## config.mk

```make
export PLATFORM = sky130hd
export DESIGN_NAME = lsst_controller_flat
export DESIGN_NICKNAME = d
export VERILOG_FILES = /design/src/lsst_pkg.sv /design/src/lsst_link_if.sv /design/src/lsst_step_counter.sv /design/src/lsst_controller.sv /design/src/flat_wrapper.sv
export SDC_FILE = /design/constraint.sdc
export NUM_CORES = 1
export LEC_CHECK = 0
export ABC_AREA = 1
export BUFFER_PORTS_ARGS = -buffer_cell sky130_fd_sc_hd__buf_2
export CAP_MARGIN = 5
export CELL_PAD_IN_SITES_DETAIL_PLACEMENT = 0
export CELL_PAD_IN_SITES_GLOBAL_PLACEMENT = 1
export CORE_MARGIN = 2
export CORE_UTILIZATION = 45
export CTS_BUF_LIST = sky130_fd_sc_hd__clkbuf_8
export DETAILED_ROUTE_END_ITERATION = 7
export GPL_TIMING_DRIVEN = 0
export PLACE_DENSITY = 0.88
export SYNTH_ARGS = -nofsm -noshare
export SYNTH_HDL_FRONTEND = slang
export SYNTH_SLANG_ARGS = --single-unit
```

## constraint.sdc

```tcl
create_clock -name sys_clk -period 4 [get_ports sys_clk]
set_input_delay 0.6 -clock sys_clk [delete_from_list [all_inputs] [get_ports sys_clk]]
set_output_delay 0.6 -clock sys_clk [all_outputs]
set_load 0.05 [all_outputs]
```

## src/lsst_pkg.sv

```systemverilog
// How it works
// Controller pixel clock stays within 1-50 MHz.
// Sensor outputs one pixel per clock.
// Scan cycle spans 58 clocks to 100 ms.
// Start pulse high at least 6 clocks.
// Start pulse low at least 52 clocks.
// Integration lasts exactly the start high time.
// High/low split sets integration; sensor honours it.
// Shifting starts first clock rise after fall.
// Pixels sampled on trigger strobe falling edge.
// First pixel on falling edge of pulse 49.
// Full 512-pixel readout needs 564-clock cycle.
// Partial 32-pixel readout allows 79-clock cycle.
// All 512 pixels integrate in one window.
// Sensor timing needs only start and clock.
// Sensor drives the trigger strobe output.
// Controller counts clock rises for pulse timing.
// Sensor pulses end-of-scan once after last pixel.
package lsst_pkg;

    ////////////////////////////////////////////////////////////////////////
    // Clock rates.
    localparam int SYS_CLK_HZ = 100_000_000;
    localparam int PIX_DIV    = 2;
    localparam int PIX_CLK_HZ = SYS_CLK_HZ / PIX_DIV;
    localparam int CLK_MIN_HZ = 1_000_000;
    localparam int CLK_MAX_HZ = 50_000_000;

    ////////////////////////////////////////////////////////////////////////
    // Widths.
    localparam int CNT_W   = 24;
    localparam int STEP_W  = 10;
    localparam int VIDEO_W = 12;
    localparam int INDEX_W = 9;

    ////////////////////////////////////////////////////////////////////////
    // Scan geometry, counted in pixel clock periods.
    localparam logic [STEP_W-1:0] PIXELS         = 10'h200;
    localparam logic [STEP_W-1:0] PARTIAL_PIXELS = 10'h020;
    localparam logic [STEP_W-1:0] FIRST_PIX_TRIG = 10'h031;
    localparam logic [STEP_W-1:0] LAST_TRIG      = FIRST_PIX_TRIG + PIXELS
                                                   - 10'h001;
    localparam logic [STEP_W-1:0] END_STEP       = LAST_TRIG + 10'h001;
    localparam logic [CNT_W-1:0]  MIN_HIGH       = 24'h000006;
    localparam logic [CNT_W-1:0]  MIN_LOW        = 24'h000034;
    localparam logic [CNT_W-1:0]  MIN_CYCLE      = 24'h00003a;
    localparam logic [CNT_W-1:0]  FULL_CYCLE     = 24'h000234;
    localparam logic [CNT_W-1:0]  PARTIAL_CYCLE  = 24'h00004f;

    ////////////////////////////////////////////////////////////////////////
    // Longest scan cycle: 100 ms expressed in pixel clocks.
    localparam int MAX_CYCLE_MS = 100;
    localparam logic [CNT_W-1:0] MAX_CYCLE_CLKS =
        CNT_W'((PIX_CLK_HZ / 1000) * MAX_CYCLE_MS);

    ////////////////////////////////////////////////////////////////////////
    // Reset values.
    localparam logic [VIDEO_W-1:0] VIDEO_RST = 12'h000;
    localparam logic [CNT_W-1:0]   CNT_RST   = 24'h000000;

endpackage

```

## src/lsst_link_if.sv

```systemverilog
`timescale 1ns/1ps
// Pins between the timing controller and the sensor.
interface lsst_link_if;
    logic                         scanStart;
    logic                         pixClk;
    logic                         trigStrobe;
    logic [lsst_pkg::VIDEO_W-1:0] video;
    logic                         scanEnd;

    modport sensor (
        input  scanStart,
        input  pixClk,
        output trigStrobe,
        output video,
        output scanEnd
    );

    modport controller (
        output scanStart,
        output pixClk,
        input  trigStrobe,
        input  video,
        input  scanEnd
    );
endinterface

```

## src/lsst_step_counter.sv

```systemverilog
`timescale 1ns/1ps
// Clearable up-counter that saturates at its all-ones value.
module lsst_step_counter #(
    parameter int W = 10
) (
    // Clock and reset.
    input  wire logic         sys_clk,
    input  wire logic         rst_n,
    // Control.
    input  wire logic         clr,
    input  wire logic         inc,
    // State.
    output logic      [W-1:0] count
);
    logic [W-1:0] count_r;
    logic [W-1:0] count_nxt;

    // Clear wins over increment so a new scan always starts from zero.
    always_comb begin
        count_nxt = count_r;
        if (clr) begin
            count_nxt = '0;
        end else if (inc && (count_r != '1)) begin
            count_nxt = count_r + W'(1);
        end
    end

    // Register stage.
    always_ff @(posedge sys_clk or negedge rst_n) begin
        if (!rst_n) begin
            count_r <= '0;
        end else begin
            count_r <= count_nxt;
        end
    end

    assign count = count_r;
endmodule

```

## src/lsst_controller.sv

```systemverilog
`timescale 1ns/1ps
// Timing controller end: makes the pixel clock and start pulse and
// samples the video on each trigger strobe falling edge from fall 49 to pixel 512, or to pixel 32 in partial mode.
module lsst_controller #(
    parameter logic [lsst_pkg::CNT_W-1:0] MAX_CYCLE = lsst_pkg::MAX_CYCLE_CLKS
) (
    // Clock and reset.
    input  wire logic                         sys_clk,
    input  wire logic                         rst_n,
    // Scan configuration, in pixel clock periods.
    input  wire logic                         runEn,
    input  wire logic                         partialMode,
    input  wire logic [lsst_pkg::CNT_W-1:0]   integReq,
    input  wire logic [lsst_pkg::CNT_W-1:0]   cycleReq,
    // Captured pixels.
    output logic      [lsst_pkg::VIDEO_W-1:0] pixData,
    output logic      [lsst_pkg::INDEX_W-1:0] pixIndex,
    output logic                              pixValid,
    output logic                              frameDone,
    // Status.
    output logic                              scanActive,
    // Link to the sensor.
    lsst_link_if.controller                   link
);
    typedef enum logic {CTRL_IDLE, CTRL_RUN} lsst_ctrl_e;

    ////////////////////////////////////////////////////////////////////////
    // Declarations.
    lsst_ctrl_e                   state_r, state_nxt;
    logic                         pixClk_r, pixClk_nxt;
    logic                         start_r, start_nxt;
    logic [lsst_pkg::CNT_W-1:0]   phase_r, phase_nxt;
    logic [lsst_pkg::CNT_W-1:0]   highLen_r, highLen_nxt;
    logic [lsst_pkg::CNT_W-1:0]   cycleLen_r, cycleLen_nxt;
    logic                         partial_r, partial_nxt;
    logic [lsst_pkg::CNT_W-1:0]   cfgHigh;
    logic [lsst_pkg::CNT_W-1:0]   cfgCycle;
    logic                         pixRise;
    logic                         pixFall;
    logic                         cycleEnd;

    logic                         trigPrev_r;
    logic                         trigFall;
    logic [lsst_pkg::STEP_W-1:0]  trigCount;
    logic [lsst_pkg::STEP_W-1:0]  trigNow;
    logic [lsst_pkg::STEP_W-1:0]  pixLimit;
    logic [lsst_pkg::STEP_W-1:0]  pixOffset;
    logic [lsst_pkg::VIDEO_W-1:0] pixData_r, pixData_nxt;
    logic [lsst_pkg::INDEX_W-1:0] pixIndex_r, pixIndex_nxt;
    logic                         pixValid_r, pixValid_nxt;
    logic                         frameDone_r, frameDone_nxt;
    logic                         scanActive_r, scanActive_nxt;

    // Larger of two counts.
    function automatic logic [lsst_pkg::CNT_W-1:0] maxOf(
        input logic [lsst_pkg::CNT_W-1:0] a,
        input logic [lsst_pkg::CNT_W-1:0] b
    );
        return (a > b) ? a : b;
    endfunction

    // Smaller of two counts.
    function automatic logic [lsst_pkg::CNT_W-1:0] minOf(
        input logic [lsst_pkg::CNT_W-1:0] a,
        input logic [lsst_pkg::CNT_W-1:0] b
    );
        return (a < b) ? a : b;
    endfunction

    ////////////////////////////////////////////////////////////////////////
    // Pixel clock: system clock divided by two gives 50 MHz, the top of
    // the permitted range. A faster system clock needs a larger divider.
    assign pixRise = !pixClk_r;
    assign pixFall = pixClk_r;

    ////////////////////////////////////////////////////////////////////////
    // Legalise the requested split. High and cycle are raised to their
    // floors first; the cycle ceiling then trims the high time, since the
    // low time may never shrink below its floor.
    always_comb begin
        cfgHigh  = maxOf(integReq, lsst_pkg::MIN_HIGH);
        cfgCycle = maxOf(cycleReq, lsst_pkg::MIN_CYCLE);
        if (partialMode) begin
            cfgCycle = maxOf(cfgCycle, lsst_pkg::PARTIAL_CYCLE);
        end else begin
            cfgCycle = maxOf(cfgCycle, lsst_pkg::FULL_CYCLE);
        end
        cfgCycle = maxOf(cfgCycle, cfgHigh + lsst_pkg::MIN_LOW);
        cfgCycle = minOf(cfgCycle, MAX_CYCLE);
        cfgHigh  = minOf(cfgHigh, cfgCycle - lsst_pkg::MIN_LOW);
    end

    assign cycleEnd = (phase_r == cycleLen_r - 24'h000001);

    ////////////////////////////////////////////////////////////////////////
    // Start pulse sequencer. The phase counts pixel clock rises and the
    // start level changes on clock falls, half a period clear of the
    // edge the sensor acts on. Settings are taken only at a cycle
    // boundary so a change mid-scan never breaks a running cycle.
    always_comb begin
        state_nxt    = state_r;
        pixClk_nxt   = !pixClk_r;
        start_nxt    = start_r;
        phase_nxt    = phase_r;
        highLen_nxt  = highLen_r;
        cycleLen_nxt = cycleLen_r;
        partial_nxt  = partial_r;
        case (state_r)
            CTRL_IDLE: begin
                start_nxt = 1'b0;
                if (runEn && pixRise) begin
                    state_nxt    = CTRL_RUN;
                    phase_nxt    = lsst_pkg::CNT_RST;
                    highLen_nxt  = cfgHigh;
                    cycleLen_nxt = cfgCycle;
                    partial_nxt  = partialMode;
                end
            end
            CTRL_RUN: begin
                if (pixFall) begin
                    start_nxt = (phase_r < highLen_r);
                end
                if (pixRise) begin
                    if (cycleEnd) begin
                        phase_nxt    = lsst_pkg::CNT_RST;
                        highLen_nxt  = cfgHigh;
                        cycleLen_nxt = cfgCycle;
                        partial_nxt  = partialMode;
                        if (!runEn) begin
                            state_nxt = CTRL_IDLE;
                        end
                    end else begin
                        phase_nxt = phase_r + 24'h000001;
                    end
                end
            end
            default: begin
                state_nxt = CTRL_IDLE;
                start_nxt = 1'b0;
            end
        endcase
    end

    // Register stage for the sequencer.
    always_ff @(posedge sys_clk or negedge rst_n) begin
        if (!rst_n) begin
            state_r    <= CTRL_IDLE;
            pixClk_r   <= 1'b0;
            start_r    <= 1'b0;
            phase_r    <= lsst_pkg::CNT_RST;
            highLen_r  <= lsst_pkg::MIN_HIGH;
            cycleLen_r <= lsst_pkg::FULL_CYCLE;
            partial_r  <= 1'b0;
        end else begin
            state_r    <= state_nxt;
            pixClk_r   <= pixClk_nxt;
            start_r    <= start_nxt;
            phase_r    <= phase_nxt;
            highLen_r  <= highLen_nxt;
            cycleLen_r <= cycleLen_nxt;
            partial_r  <= partial_nxt;
        end
    end

    assign link.pixClk    = pixClk_r;
    assign link.scanStart = start_r;

    ////////////////////////////////////////////////////////////////////////
    // Strobe counter: falls of the trigger strobe since start fell.
    assign trigFall = trigPrev_r && !link.trigStrobe;

    lsst_step_counter #(.W(lsst_pkg::STEP_W)) u_trig (
        .sys_clk (sys_clk),
        .rst_n   (rst_n),
        .clr     (start_r),
        .inc     (trigFall),
        .count   (trigCount)
    );

    assign trigNow   = trigCount + 10'h001;
    assign pixOffset = trigNow - lsst_pkg::FIRST_PIX_TRIG;
    assign pixLimit  = partial_r ? lsst_pkg::PARTIAL_PIXELS
                                 : lsst_pkg::PIXELS;

    ////////////////////////////////////////////////////////////////////////
    // Sampler. The video word is taken on the strobe fall, where the
    // sensor holds it steady; the first pixel comes with fall 49.
    always_comb begin
        pixData_nxt    = pixData_r;
        pixIndex_nxt   = pixIndex_r;
        pixValid_nxt   = 1'b0;
        frameDone_nxt  = 1'b0;
        scanActive_nxt = start_r;
        if (!start_r) begin
            scanActive_nxt = scanActive_r;
        end
        if (start_r) begin
            scanActive_nxt = 1'b0;
        end else if (trigFall && (trigNow >= lsst_pkg::FIRST_PIX_TRIG)
                     && (pixOffset < pixLimit)) begin
            pixData_nxt    = link.video;
            pixIndex_nxt   = pixOffset[lsst_pkg::INDEX_W-1:0];
            pixValid_nxt   = 1'b1;
            scanActive_nxt = 1'b1;
            if (pixOffset == pixLimit - 10'h001) begin
                frameDone_nxt  = 1'b1;
                scanActive_nxt = 1'b0;
            end
        end
    end

    // Register stage for the sampler.
    always_ff @(posedge sys_clk or negedge rst_n) begin
        if (!rst_n) begin
            trigPrev_r   <= 1'b0;
            pixData_r    <= lsst_pkg::VIDEO_RST;
            pixIndex_r   <= '0;
            pixValid_r   <= 1'b0;
            frameDone_r  <= 1'b0;
            scanActive_r <= 1'b0;
        end else begin
            trigPrev_r   <= link.trigStrobe;
            pixData_r    <= pixData_nxt;
            pixIndex_r   <= pixIndex_nxt;
            pixValid_r   <= pixValid_nxt;
            frameDone_r  <= frameDone_nxt;
            scanActive_r <= scanActive_nxt;
        end
    end

    // User-side outputs, straight from flip-flops.
    assign pixData    = pixData_r;
    assign pixIndex   = pixIndex_r;
    assign pixValid   = pixValid_r;
    assign frameDone  = frameDone_r;
    assign scanActive = scanActive_r;
endmodule

```

## src/flat_wrapper.sv

```systemverilog
// flat-port wrapper written by rule: the top's interface ports become plain ports
module lsst_controller_flat 
#(
    parameter logic [lsst_pkg::CNT_W-1:0] MAX_CYCLE = lsst_pkg::MAX_CYCLE_CLKS
)
  (sys_clk, rst_n, runEn, partialMode, integReq, cycleReq, pixData, pixIndex, pixValid, frameDone, scanActive, link_scanStart, link_pixClk, link_trigStrobe, link_video, link_scanEnd);
  lsst_link_if link_i ();
  input  wire logic sys_clk;
  input  wire logic rst_n;
  input  wire logic runEn;
  input  wire logic partialMode;
  input  wire logic [lsst_pkg::CNT_W-1:0] integReq;
  input  wire logic [lsst_pkg::CNT_W-1:0] cycleReq;
  output logic      [lsst_pkg::VIDEO_W-1:0] pixData;
  output logic      [lsst_pkg::INDEX_W-1:0] pixIndex;
  output logic pixValid;
  output logic frameDone;
  output logic scanActive;
  output wire logic [$bits(link_i.scanStart)-1:0] link_scanStart;
  output wire logic [$bits(link_i.pixClk)-1:0] link_pixClk;
  input wire logic [$bits(link_i.trigStrobe)-1:0] link_trigStrobe;
  input wire logic [$bits(link_i.video)-1:0] link_video;
  input wire logic [$bits(link_i.scanEnd)-1:0] link_scanEnd;
  assign link_scanStart = link_i.scanStart;
  assign link_pixClk = link_i.pixClk;
  assign link_i.trigStrobe = link_trigStrobe;
  assign link_i.video = link_video;
  assign link_i.scanEnd = link_scanEnd;
  lsst_controller #(.MAX_CYCLE(MAX_CYCLE)) u_core (.sys_clk(sys_clk), .rst_n(rst_n), .runEn(runEn), .partialMode(partialMode), .integReq(integReq), .cycleReq(cycleReq), .pixData(pixData), .pixIndex(pixIndex), .pixValid(pixValid), .frameDone(frameDone), .scanActive(scanActive), .link(link_i));
endmodule
```

# After elaboration in Yosys (flattened, before gate mapping)
# Cells that the tools add are included.
totals:
  ff_bits: 111
  inputBits: 66
  out_inout_bits: 26
  elab_cells: 94
classes:
  addsub: 7
  magnitude_cmp: 10
  eq_ne: 7
  mux: 42
  bitwise: 2
  reduce_logical: 12
ops:
  columns: ["op", "count"]
  rows:
  - ["$mux 24", 17]
  - ["$pmux 24 s2", 3]
  - ["$lt 24x24->1", 2]
  - ["$mux 10", 3]
  - ["$add 24x1->24 const B", 1]
  - ["$add 24x6->24 const B", 1]
  - ["$eq 24x24->1", 1]
  - ["$gt 24x10->1 const B", 1]
  - ["$gt 24x24->1", 1]
  - ["$gt 24x3->1 const B", 1]
  - ["$gt 24x6->1 const B", 1]
  - ["$gt 24x7->1 const B", 1]
  - ["$lt 24x23->1 const B", 1]
  - ["$sub 24x1->24 const B", 1]
  - ["$sub 24x6->24 const B", 1]
  - ["$mux 1", 16]
  - ["$add 10x1->10 const B", 1]
  - ["$eq 10x10->1", 1]
  - ["$ge 10x6->1 const B", 1]
  - ["$lt 10x10->1", 1]
  - ["$ne 10x10->1 const B", 1]
  - ["$sub 10x1->10 const B", 1]
  - ["$sub 10x6->10 const B", 1]
  - ["$ne 2x2->1 const B", 3]
  - ["other kinds (8)", 18]

# Longest topological paths before layout
# Gate-level depths: netlist (run 1).
depth:
  ltp_word: 15
  mapped_depth: 58
  mapped_depth_nobuf: 55

# By module
# From an unflattened synthesis (run 1), not the netlist that was laid out.
unflattened:
  hier_cells: 1427
  area_unflattened_um2: 10008.3
modules_own_cells:
  columns: ["mod", "instances", "cells_per_inst", "area_per_inst_um2", "seq_area_each_um2"]
  rows:
  - ["lsst_controller", 1, 1332, 9325.2, 2534.9]
  - ["lsst_step_counter", 1, 95, 683.2, 250.2]

# Worst setup path before layout (run 1)
# Ideal clock, no wire load.
synth_path:
  path_kind: "in2reg"
  startpoint: "in integReq[17] (netlist bit)"
  endpoint: "reg u_core.highLen_r[10] (netlist bit)"
  setup_ps: 118
  arrival_time_ps: 7084
  required_time_ps: 3882
  path_slack_ps: -3201
  cell_stages: 52
  n_path_buf: 4
  path_cell_list: "clkbuf_2 -> nor4_1 -> nand3_1 -> nor2_1 -> nor2_1 -> inv_1 -> ha_1 -> inv_1 -> nand2_1 -> nand2_2 -> nor2_4 -> inv_4 -> nor3_1 -> xor2_1 -> inv_1 -> ha_1 -> nand2_1 -> inv_1 -> [... 16 more ...] -> nor2_1 -> nand4_1 -> nand2_1 -> nand2_1 -> o21ai_0 -> inv_1 -> ha_1 -> nand2_1 -> o21ai_0 -> nand3_1 -> a21oi_1 -> a211oi_1 -> nor2_1 -> a211oi_1 -> clkbuf_1 -> nand3_1 -> nand3_1 -> nand2_1"
synth_between:
  elab_chain_len: 13
  elab_cells_between_ends: 14
  cone_classes: "add/sub (2); order compare (4); mux (8)"
synth_rtl:
  columns: ["element", "line_no", "rtl"]
  rows:
  - ["from (decl)", "flat_wrapper.sv:12", "input wire logic [lsst_pkg::CNT_W-1:0] integReq;"]
  - ["$gt 24x3->1", "lsst_controller.sv:59", "return (a > b) ? a : b;"]
  - ["$mux 24 *", "lsst_controller.sv:59", null]
  - ["$add 24x6->24", "lsst_controller.sv:88", "cfgCycle = maxOf(cfgCycle, cfgHigh + lsst_pkg::MIN_LOW);"]
  - ["$gt 24x24->1", "lsst_controller.sv:59", null]
  - ["$mux 24", "lsst_controller.sv:59", null]
  - ["$lt 24x23->1", "lsst_controller.sv:67", "return (a < b) ? a : b;"]
  - ["$mux 24", "lsst_controller.sv:67", null]
  - ["$sub 24x6->24", "lsst_controller.sv:90", "cfgHigh = minOf(cfgHigh, cfgCycle - lsst_pkg::MIN_LOW);"]
  - ["$lt 24x24->1", "lsst_controller.sv:67", null]
  - ["$mux 24 *", "lsst_controller.sv:67", null]
  - ["$mux 24", "lsst_controller.sv:124", "if (cycleEnd) begin"]
  - ["$mux 24", "lsst_controller.sv:123", "if (pixRise) begin"]
  - ["$pmux 24 s2 *", "lsst_controller.sv:108", "case (state_r)"]
  - ["to (signal assigned)", "lsst_controller.sv:151", "highLen_r <= lsst_pkg::MIN_HIGH;"]
  - ["to (signal assigned)", "lsst_controller.sv:159", "highLen_r <= highLen_nxt;"]
  - ["to (decl)", "lsst_controller.sv:33", "logic [lsst_pkg::CNT_W-1:0] highLen_r, highLen_nxt;"]
# Every way passes the cells marked *; elsewhere a longest branch is shown, timed or not. The select of a mux whose other input is x is not followed.
# A chain may end at the register's enable or synchronous reset.

# Final worst setup path (run 1)
layout_path:
  startpoint: "in integReq[21] (netlist bit)"
  endpoint: "reg u_core.highLen_r[20] (netlist bit)"
# Same word-level chain as after synthesis.

==> flow_metrics.tcl, run 1 <==
set metrics [dict create \
    cts_hold_buf 0 \
    relSlewSlack 0.546 \
    dp_hpwl_um 22000 \
    drc 0 \
    worstPathMaxFanout 10 \
    wl_per_cell_um 15.3 \
    pre_cts_slack_ns -5.26 \
    criticalPathCategory "in2reg" \
    clock-skew-final_ns 0.0215 \
    path_clk_slew_ns 0.12 \
    fin_ws_ns -3.31 \
    max_stage_delay_ns 0.32 \
    core_area_um2 21800 \
    vias 9816 \
    rsz0062_at_grt "true" \
    yosys_warnings 0 \
    grt_use_total 0.238 \
    synth.distinct_cells 59 \
    crit_required_ns 4.29 \
    r2r_cells 13 \
    finalNonFillerCells 1899 \
    leakagePower_uw 0.00627 \
    rrSetupSlack_ns 0.41 \
    layout_min_cycle_time_ns 7.31 \
    hold_path_class "in2async" \
    netlist_instances 1422 \
    grt-ovfl-total 0 \
    gp_congestion 0.890 \
    ir_worst_vdd_mv 0.176 \
    violations "negative setup slack" \
    worst_r2r_endpoint "u_core.pixData[9]$_DFFE_PN0P_" \
    cp_common_cell "nand2_2" \
    hold_viol 0 \
    cpMaxStageDelayCell "nor3_4" \
    synth_edf_count 0 \
    worstSkewPairLatency_ns 0.40 \
    clk_path_buf_depth 2 \
    synthArstFlopShare 1.00 \
    cp.arrival_ns 7.60 \
    ys_seq_elements 111 \
    htreeDepth 3 \
    cts_root_buffer "clkbuf_8" \
    setup_viol 47 \
    antenna_cells 0 \
    rows 54 \
    dieArea_um2 23400 \
    clock.fmax_mhz 137 \
    syn-num-nets 1566 \
    die_w_um 153 \
    holdWs_ns 0.172 \
    cts_tree "built" \
    die_h_um 153 \
    syn_avg_cell_area_um2 7.03 \
    drt-initial-drc-count 446 \
    clock-sinks 111 \
    io_buffers 89 \
    fin_nets 1758 \
    dp_cells 1792 \
    via_per_inst 5.17 \
    wl_um 29000 \
    maxCapViolCount 0 \
    antenna_found_initial 0 \
    syn_to_final_growth_pct 28.9 \
    end_kind "flip-flop" \
    tightest_slew_ns 0.673 \
    ys_seq_area_frac 0.278 \
    start_util 0.458 \
    drv_slew 0 \
    antenna_left 0 \
    io_pins 92 \
    grt_max_degree 72 \
    start_kind "input port" \
    cts_made_buffers 9 \
    run_status "finished, violations left" \
    min_period_over_period 1.83 \
    synth-main-ff-cell "dfrtp_1" \
    drive_gt1_frac 0.290 \
    grt_pass1_wl_um 45700 \
    synth_area_um2 10000 \
    power_density_nw_per_um2 288 \
    dr.pass1.iters 5 \
    r2r-start "u_core.u_trig.count[0]$_DFFE_PN0P_" \
    grt_pass1_vias 9184 \
]
==> sequential cells by signal, summed over array words and instances (netlist names) <==
register / count
u_core.highLen_r: 24
u_core.frameDone: 1
u_core.pixValid: 1
u_core.trigPrev_r: 1
u_core.scanActive: 1
u_core.link.pixClk: 1
u_core.pixData: 12
u_core.state_r: 1
u_core.u_trig.count: 10
u_core.partial_r: 1
u_core.pixIndex: 9
u_core.phase_r: 24
u_core.cycleLen_r: 24
u_core.link.scanStart: 1
==> per-stage QoR <==
step / area [µm²] / power [µW] / utilization / setup TNS [ns]
after floorplan: 10200 / 2270 / - / -77.71
after global placement: 11000 / 2600 / 0.502 / -166.66
after detailed placement: 11000 / 2620 / 0.504 / -170.44
after CTS: 12200 / 3530 / 0.557 / -104.97
after global routing: 12900 / 3910 / 0.591 / -116.55
final: 12900 / 3710 / 0.591 / -103.92
==> critical path, delay by kind of cell <==
kind            cells  cell delay, ns
compound gates      2            0.54
fa+ha+maj           4            0.83
simple gates       34            4.33
xor+xnor            1            0.16
buf+inv            11            1.10
==> repair_timing <==
| item | in CTS | in global routing |
|---|---|---|
| hold endpoints to repair | 0 | 0 |
| endpoints found under the setup margin | 47 | 83 |
| pin swaps | 62 | 65 |
| gates resized for setup | 158 | 105 |
| gates cloned | 3 | 1 |
| setup buffers | 46 | 43 |
==> kinds of logic after synthesis <==
logic type,synth area share
compound gates,0.102
xor+xnor,0.0785
fa+ha+maj,0.0976
buf+inv,0.108
flops,0.278
mux,0.0169
simple gates,0.319
==> Yosys cell counts, types with 2 or more instances <==
library cell,number,area (µm²)
a211oi_1,4,30.0
a21oi_1,42,210
buf_2,12,60.1
buf_4,2,15.0
clkbuf_1,47,176
dfrtp_1,105,2630
dfstp_2,6,158
ha_1,78,976
inv_1,205,769
inv_2,2,7.51
inv_4,2,12.5
mux2_2,15,169
nand2_1,314,1180
nand2_2,19,119
nand2_4,5,56.3
nand3_1,119,596
nand3_2,2,20.0
nand3b_1,3,22.5
nand4_1,23,144
nor2_1,109,409
nor2_2,7,43.8
nor2_4,12,135
nor2_8,2,40.0
nor3_1,37,185
nor3_2,4,40.0
nor4_1,13,81.3
o211ai_1,9,67.6
o21a_1,8,60.1
o21ai_0,66,330
o21ai_1,9,45.0
o21ai_2,2,17.5
o22ai_1,22,138
o31ai_1,2,15.0
o32ai_1,2,17.5
or2_2,4,25.0
xnor2_1,12,105
xor2_1,74,648
xor2_2,2,32.5
==> layer usage <==
layer / global-route usage / wire length (µm) / vias to the layer above
met5: 0 / 0 / -
met4: 0.0679 / 816 / 0
met3: 0.0213 / 894 / 52
met2: 0.408 / 14000 / 213
met1: 0.322 / 13300 / 4551
li1: - / - / 5000
==> worst max path at each step <==
stage | to | depth (start not counted) | start
6_report | u_core.highLen_r[20]$_DFFE_PN0P_ | 52 | integReq[21]
5_1_grt | u_core.highLen_r[10]$_DFFE_PN0P_ | 57 | integReq[21]
4_1_cts | u_core.highLen_r[13]$_DFFE_PN0P_ | 54 | integReq[22]
3_5_place_dp | u_core.highLen_r[22]$_DFFE_PN0P_ | 55 | integReq[21]
3_3_place_gp | u_core.highLen_r[22]$_DFFE_PN0P_ | 57 | integReq[21]
2_1_floorplan | u_core.highLen_r[10]$_DFFE_PN0P_ | 55 | integReq[21]
==> power breakdown <==
group | switching, µW | leakage, µW | total [µW] | internal, µW
sequential | 48.6 | 0.00142 | 1270 | 1220
combinational | 1090 | 0.00474 | 1740 | 648
clock | 436 | 0.000106 | 703 | 267
total | 1580 | 0.00627 | 3710 | 2130
==> layout by cell type (no fill, tap or decap), types with 5 or more instances in the layout <==
cell / instances
a21oi_1: 38
a21oi_2: 5
buf_12: 5
buf_2: 92
buf_4: 76
buf_6: 16
buf_8: 9
clkbuf_1: 43
clkbuf_8: 11
dfrtp_1: 105
dfstp_2: 6
ha_1: 72
ha_4: 6
inv_1: 190
inv_2: 13
mux2_2: 15
nand2_1: 257
nand2_2: 59
nand2_4: 18
nand3_1: 85
nand3_2: 32
nand3_4: 5
nand4_1: 23
nor2_1: 90
nor2_2: 10
nor2_4: 28
nor3_1: 33
nor3_2: 6
nor4_1: 9
nor4_2: 5
o211ai_1: 9
o21a_1: 8
o21ai_0: 44
o21ai_1: 20
o21ai_2: 11
o22ai_1: 22
xnor2_1: 12
xor2_1: 70
==> area by class of cell <==
| type | count | area (µm²) |
|---|---|---|
| plain buffers | 64 | 370 |
| clock buffers | 10 | 138 |
| clock inverters | 6 | 72.6 |
| fillers | 2021 | 8930 |
| inverters | 210 | 832 |
| multi-input cells | 1037 | 7010 |
| flip-flops and latches | 111 | 2790 |
| well taps | 280 | 350 |
| repair buffers | 181 | 1330 |
Note: power is estimated with default switching activity, not from simulation.
==> run 2: changes to the inputs <==
ABC_AREA = unset   (was 1)
CORE_UTILIZATION = 47   (was 45)
PLACE_DENSITY = 0.89   (was 0.88)
==> flow_metrics.tcl, run 2 <==
set metrics [dict create \
    run_status "finished, violations left" \
    violations "negative setup slack" \
    fin_ws_ns -3.72 \
    criticalPathCategory "in2reg" \
    synth_edf_count 0 \
    reg_top3 "u_core.cycleLen_r (24), u_core.highLen_r (24), u_core.phase_r (24)" \
    leakagePower_uw 0.00563 \
    startpoint "integReq[9]" \
    yosys_warnings 0 \
    relSlewSlack 0.343 \
    synth_top_area_cell "dfrtp_1" \
    tightest_slew_ns 0.976 \
    io_buffers 80 \
    synth-main-ff-cell "dfrtp_1" \
    min_period_over_period 1.93 \
    cp_common_cell "buf_6" \
    die_h_um 151 \
    clock-skew-final_ns 0.0207 \
    hold_path_class "in2async" \
    drt-initial-drc-count 812 \
    path_clk_slew_ns 0.12 \
    wl_per_cell_um 18.4 \
    start_kind "input port" \
    core_area_um2 21200 \
    clk_path_buf_depth 2 \
    final_common_cell "nand2_1" \
    vias 10300 \
    synth.most_common_cell "nand2_1" \
    io_pins 92 \
    synth_top_area_share 0.258 \
    clock.fmax_mhz 130 \
    multiInputGateArea_um2 7450 \
    drive_gt1_frac 0.263 \
    antenna_cells 0 \
    antenna_left 0 \
    cts_tree "built" \
    layout_min_cycle_time_ns 7.72 \
    r2r-start "u_core.cycleLen_r[0]$_DFFE_PN0P_" \
    cp.arrival_ns 8.01 \
    clock-sinks 111 \
    nFillCells 1865 \
    grt_pass1_wl_um 51000 \
    via_per_inst 5.94 \
    worstPathMaxFanout 8 \
    worstSkewPairLatency_ns 0.40 \
    syn_avg_cell_area_um2 7.95 \
    htreeDepth 3 \
    dieArea_um2 22900 \
    final_cell_area_um2 12900 \
    drv_slew 0 \
    gp_congestion 0.949 \
    max_stage_delay_ns 0.63 \
    cpMaxStageDelayCell "nor3_2" \
    grt_max_degree 72 \
    fin_nets 1598 \
    drc 0 \
    grt_pass1_vias 9714 \
    maxCapViolCount 0 \
    end_kind "flip-flop" \
    ir_worst_vdd_mv 0.141 \
    placed_area_um2 11200 \
    rows 53 \
    netlist_instances 1282 \
    grt_use_total 0.285 \
    syn-num-nets 1426 \
    hold_viol 0 \
    synth.distinct_cells 89 \
    cts_made_buffers 9 \
    setup_viol 47 \
    cts_root_buffer "clkbuf_8" \
    pre_cts_slack_ns -5.30 \
    dr.pass1.iters 6 \
    wl_um 31900 \
    final_cell_mix "nand2_1 (121), dfrtp_1 (105), nor2_1 (94)" \
    syn_to_final_growth_pct 26.3 \
    rsz0062_at_grt "true" \
    power_density_nw_per_um2 248 \
    synthTopCellsByCount "nand2_1 (131), o21ai_0 (116), dfrtp_1 (105), nor2_1 (101), ha_1 (78)" \
    seqCellArea_um2 2790 \
    ys_seq_elements 111 \
    start_util 0.482 \
    grt-ovfl-total 0 \
    antenna_found_initial 0 \
    ys_seq_area_frac 0.273 \
    crit_required_ns 4.29 \
    dp_hpwl_um 24200 \
    synth_area_um2 10200 \
    synthTopCellsByArea "dfrtp_1 (26%), ha_1 (9.6%), o21ai_0 (5.7%)" \
    die_w_um 151 \
    synthArstFlopShare 1.00 \
]
-- run 2: cell types whose count changed in the layout (fill, tap and decap cells not counted), moves of 43 or more --
cell	change
xnor2_1	+43
nand2_2	-52
nand3_1	-48
xor2_1	-48
nand2_1	-136
inv_1	-131
-- run 2: cell type report --
cell class | instances | share of cell area
Timing Repair Buffer | 165 | 0.0926
Buffer | 95 | 0.0509
Sequential cell | 111 | 0.216
Clock buffer | 9 | 0.00963
Multi-Input combinational cell | 1010 | 0.579
Clock inverter | 7 | 0.00671
Inverter | 62 | 0.0181
Tap cell | 275 | 0.0267
-- run 2: where the power goes --
part	switching, µW	total (µW)	internal (µW)
Combinational	689	1220	531
Sequential	70.4	1270	1200
Clock	444	697	252
-- run 2: path summary, 6_finish.rpt --
kind	cells past startpoint	endpoint	slack [ns]
worst min-delay path	1	u_core.pixData[8]$_DFFE_PN0P_	0.17
worst max register to register	12	u_core.cycleLen_r[11]$_DFFE_PN0P_	0.09
min in group sys_clk	1	u_core.trigPrev_r$_DFF_PN0_	0.32
worst max-delay path	38	u_core.highLen_r[0]$_DFFE_PN0P_	-3.72
max in group asynchronous	2	u_core.cycleLen_r[5]$_DFFE_PN1P_	3.04
worst min register to register	2	u_core.highLen_r[1]$_DFFE_PN1P_	0.48
-- run 2: per-layer routing --
| layer | vias to the layer above | share of wire | GRT usage |
|---|---|---|---|
| li1 | 4957 | - | - |
| met4 | 0 | 0.044 | 0.132 |
| met1 | 4893 | 0.45 | 0.393 |
| met3 | 87 | 0.049 | 0.0259 |
| met2 | 369 | 0.46 | 0.451 |
| met5 | - | 0 | 0 |
-- run 2: cells by family (layout without fill, tap and decap cells) --
logic type,count (synthesis),in the layout,share of synthesized area
mux,40,40,0.0424
fa+ha+maj,78,78,0.0958
xor+xnor,86,86,0.0739
compound gates,339,339,0.213
buf+inv,161,338,0.0698
flops,111,111,0.273
simple gates,467,467,0.232
-- run 2: what timing repair did --
action                                  in CTS  in global routing
hold buffers                                 0                  0
endpoints found under the setup margin      65                 93
gates resized for setup                    129                 86
pin swaps                                   55                 35
endpoints found under the hold margin        0                  0
setup buffers                               68                 28
-- run 2: critical path, delay by kind of cell --
family          cells  cell delay (ns)
buf+inv             9             1.21
xor+xnor            2             0.61
fa+ha+maj           3             0.70
mux                 2             0.58
simple gates       13             2.81
compound gates      9             1.45
-- run 2: stage by stage --
| step | setup TNS [ns] | hold slack (ns) | util | cells | total power (µW) |
|---|---|---|---|---|---|
| 6_report | -104.48 | 0.170 | 0.608 | 1734 | 3190 |
| 2_1_floorplan | -70.59 | 0.304 | - | 1282 | 1940 |
| 4_1_cts | -98.04 | 0.169 | 0.590 | 1722 | 3110 |
| 5_1_grt | -112.89 | 0.187 | 0.608 | 1734 | 3370 |
| 3_3_place_gp | -160.91 | 0.451 | 0.528 | 1637 | 2210 |
| 3_5_place_dp | -160.89 | 0.460 | 0.530 | 1638 | 2230 |
==> run 3: changes to the inputs <==
CORE_UTILIZATION = 50   (was 47)
PLACE_DENSITY = 0.92   (was 0.89)
clock period = 9.5 ns   (was 4 ns; I/O delays follow)
==> flow_metrics.tcl, run 3 (synthesis results as in run 2) <==
set metrics [dict create \
    run_status "finished, final reports clean" \
    tns_ns 0 \
    r2r_cells 16 \
    pwr-share-clk 0.245 \
    max_stage_delay_ns 0.40 \
    hold_path_class "reg2reg" \
    clock-sinks 111 \
    swShare 0.380 \
    clk_path_buf_depth 2 \
    p_sw_uw 470 \
    dr.pass1.iters 5 \
    p_seq_frac 0.430 \
    drt-initial-drc-count 735 \
    setup_viol 0 \
    worst_r2r_endpoint "u_core.pixData[7]$_DFFE_PN0P_" \
    placed_area_um2 11000 \
    layout_min_cycle_time_ns 9.17 \
    via_per_inst 5.87 \
    cp_common_cell "buf_4" \
    r2r-start "u_core.u_trig.count[0]$_DFFE_PN0P_" \
    final_cell_area_um2 11400 \
    drc 0 \
    wl_per_cell_um 18.0 \
    grt_use_total 0.278 \
    final_cell_mix "nand2_1 (131), o21ai_0 (116), dfrtp_1 (105)" \
    drive_gt1_frac 0.156 \
    leakagePower_uw 0.00503 \
    gp_congestion 0.950 \
    fin_nets 1530 \
    pwr-share-comb 0.325 \
    die_h_um 147 \
    reg_top3 "u_core.cycleLen_r (24), u_core.highLen_r (24), u_core.phase_r (24)" \
    nFillCells 1877 \
    dp_hpwl_um 24000 \
    path_clk_slew_ns 0.12 \
    criticalPathCategory "in2reg" \
    wl_um 29900 \
    crit_required_ns 9.85 \
    start_util 0.507 \
    clock-skew-final_ns 0.0185 \
    core_area_um2 20100 \
    grt-ovfl-total 0 \
    cts_tree "built" \
    vias 9745 \
    relSlewSlack 0.307 \
    holdWs_ns 0.471 \
    antenna_left 0 \
    fin_ws_ns 0.327 \
    ir_worst_vdd_mv 0.0577 \
    pre_cts_slack_ns -2.50 \
    htreeDepth 3 \
    syn_to_final_growth_pct 12.3 \
    worstPathMaxFanout 10 \
    die_w_um 147 \
    rrSetupSlack_ns 5.17 \
    tightest_slew_ns 1.03 \
    final_common_cell "nand2_1" \
    min_period_over_period 0.966 \
    worstHoldEndpoint "u_core.highLen_r[1]$_DFFE_PN1P_" \
    drv_slew 0 \
    cpMaxStageDelayCell "nor4_4" \
    worstSkewPairLatency_ns 0.41 \
    antenna_cells 0 \
    clock.fmax_mhz 109 \
    grt_pass1_vias 9064 \
    dieArea_um2 21500 \
    hold_path.startpoint "u_core.highLen_r[1]$_DFFE_PN1P_" \
    cp.arrival_ns 9.52 \
    grt_max_degree 72 \
    power_density_nw_per_um2 108 \
    rows 52 \
    hold_viol 0 \
    power_uw 1240 \
    maxCapViolCount 0 \
    cts_made_buffers 9 \
    antenna_found_initial 0 \
    holdPathStages 2 \
    end_kind "flip-flop" \
    internal_power_uw 766 \
    start_kind "input port" \
    io_buffers 80 \
    rsz0062_at_grt "false" \
    cts_root_buffer "clkbuf_8" \
    grt_pass1_wl_um 47900 \
    io_pins 92 \
]
## run 3: repair_timing
item | 4_1_cts | 5_1_grt
cloned | 0 | 0
setup endpoints to repair | 24 | 24
pin swaps | 4 | 7
buffers inserted | 7 | 5
gates resized for setup | 25 | 11
hold buffers | 0 | 0
## run 3: power by group through the flow
stage	clock (µW)	sequential, µW	combinational, µW
2_1_floorplan	0	558	244
3_3_place_gp	0	539	377
3_5_place_dp	0	540	383
4_1_cts	308	531	394
5_1_grt	324	537	441
6_report	303	531	401
## run 3: layer usage
layer | up-vias | global-route usage | share of wire
met3 | 56 | 0.0236 | 0.046
met4 | 0 | 0.0782 | 0.026
met5 | - | 0 | 0
li1 | 4822 | - | -
met2 | 312 | 0.459 | 0.46
met1 | 4555 | 0.394 | 0.47
## run 3: final cells by class
| cell class | count | area, µm² | share of cell area |
|---|---|---|---|
| Multi-Input combinational cell | 1010 | 6870 | 0.600 |
| Sequential cell | 111 | 2790 | 0.243 |
| Timing Repair Buffer | 93 | 520 | 0.0455 |
| Buffer | 99 | 487 | 0.0425 |
| Tap cell | 270 | 338 | 0.0295 |
| Inverter | 62 | 233 | 0.0203 |
| Clock buffer | 9 | 124 | 0.0108 |
| Clock inverter | 7 | 91.3 | 0.00798 |
## run 3: critical path, delay by kind of cell
kind	cells	cell delay [ns]
adder cells (fa/ha/maj)	4	1.07
buffers and inverters	11	1.78
XOR/XNOR	1	0.11
AND/OR/NAND/NOR	20	3.60
multiplexers	1	0.34
AO/OA/AOI/OAI	7	1.17
## run 3: per-stage QoR
step,utilization,instances
2_1_floorplan,-,1282
3_3_place_gp,0.544,1632
3_5_place_dp,0.545,1633
4_1_cts,0.565,1656
5_1_grt,0.569,1661
6_report,0.569,1661
## run 3: worst max path at each step
stage | from | endpoint | slack [ns]
after floorplan | integReq[14] | u_core.highLen_r[0]$_DFFE_PN0P_ | 0.67
after global placement | integReq[21] | u_core.highLen_r[0]$_DFFE_PN0P_ | -2.46
after detailed placement | integReq[21] | u_core.highLen_r[0]$_DFFE_PN0P_ | -2.50
after CTS | integReq[8] | u_core.highLen_r[22]$_DFFE_PN0P_ | 0.06
after global routing | integReq[21] | u_core.highLen_r[22]$_DFFE_PN0P_ | 0.03
final | integReq[21] | u_core.highLen_r[22]$_DFFE_PN0P_ | 0.33
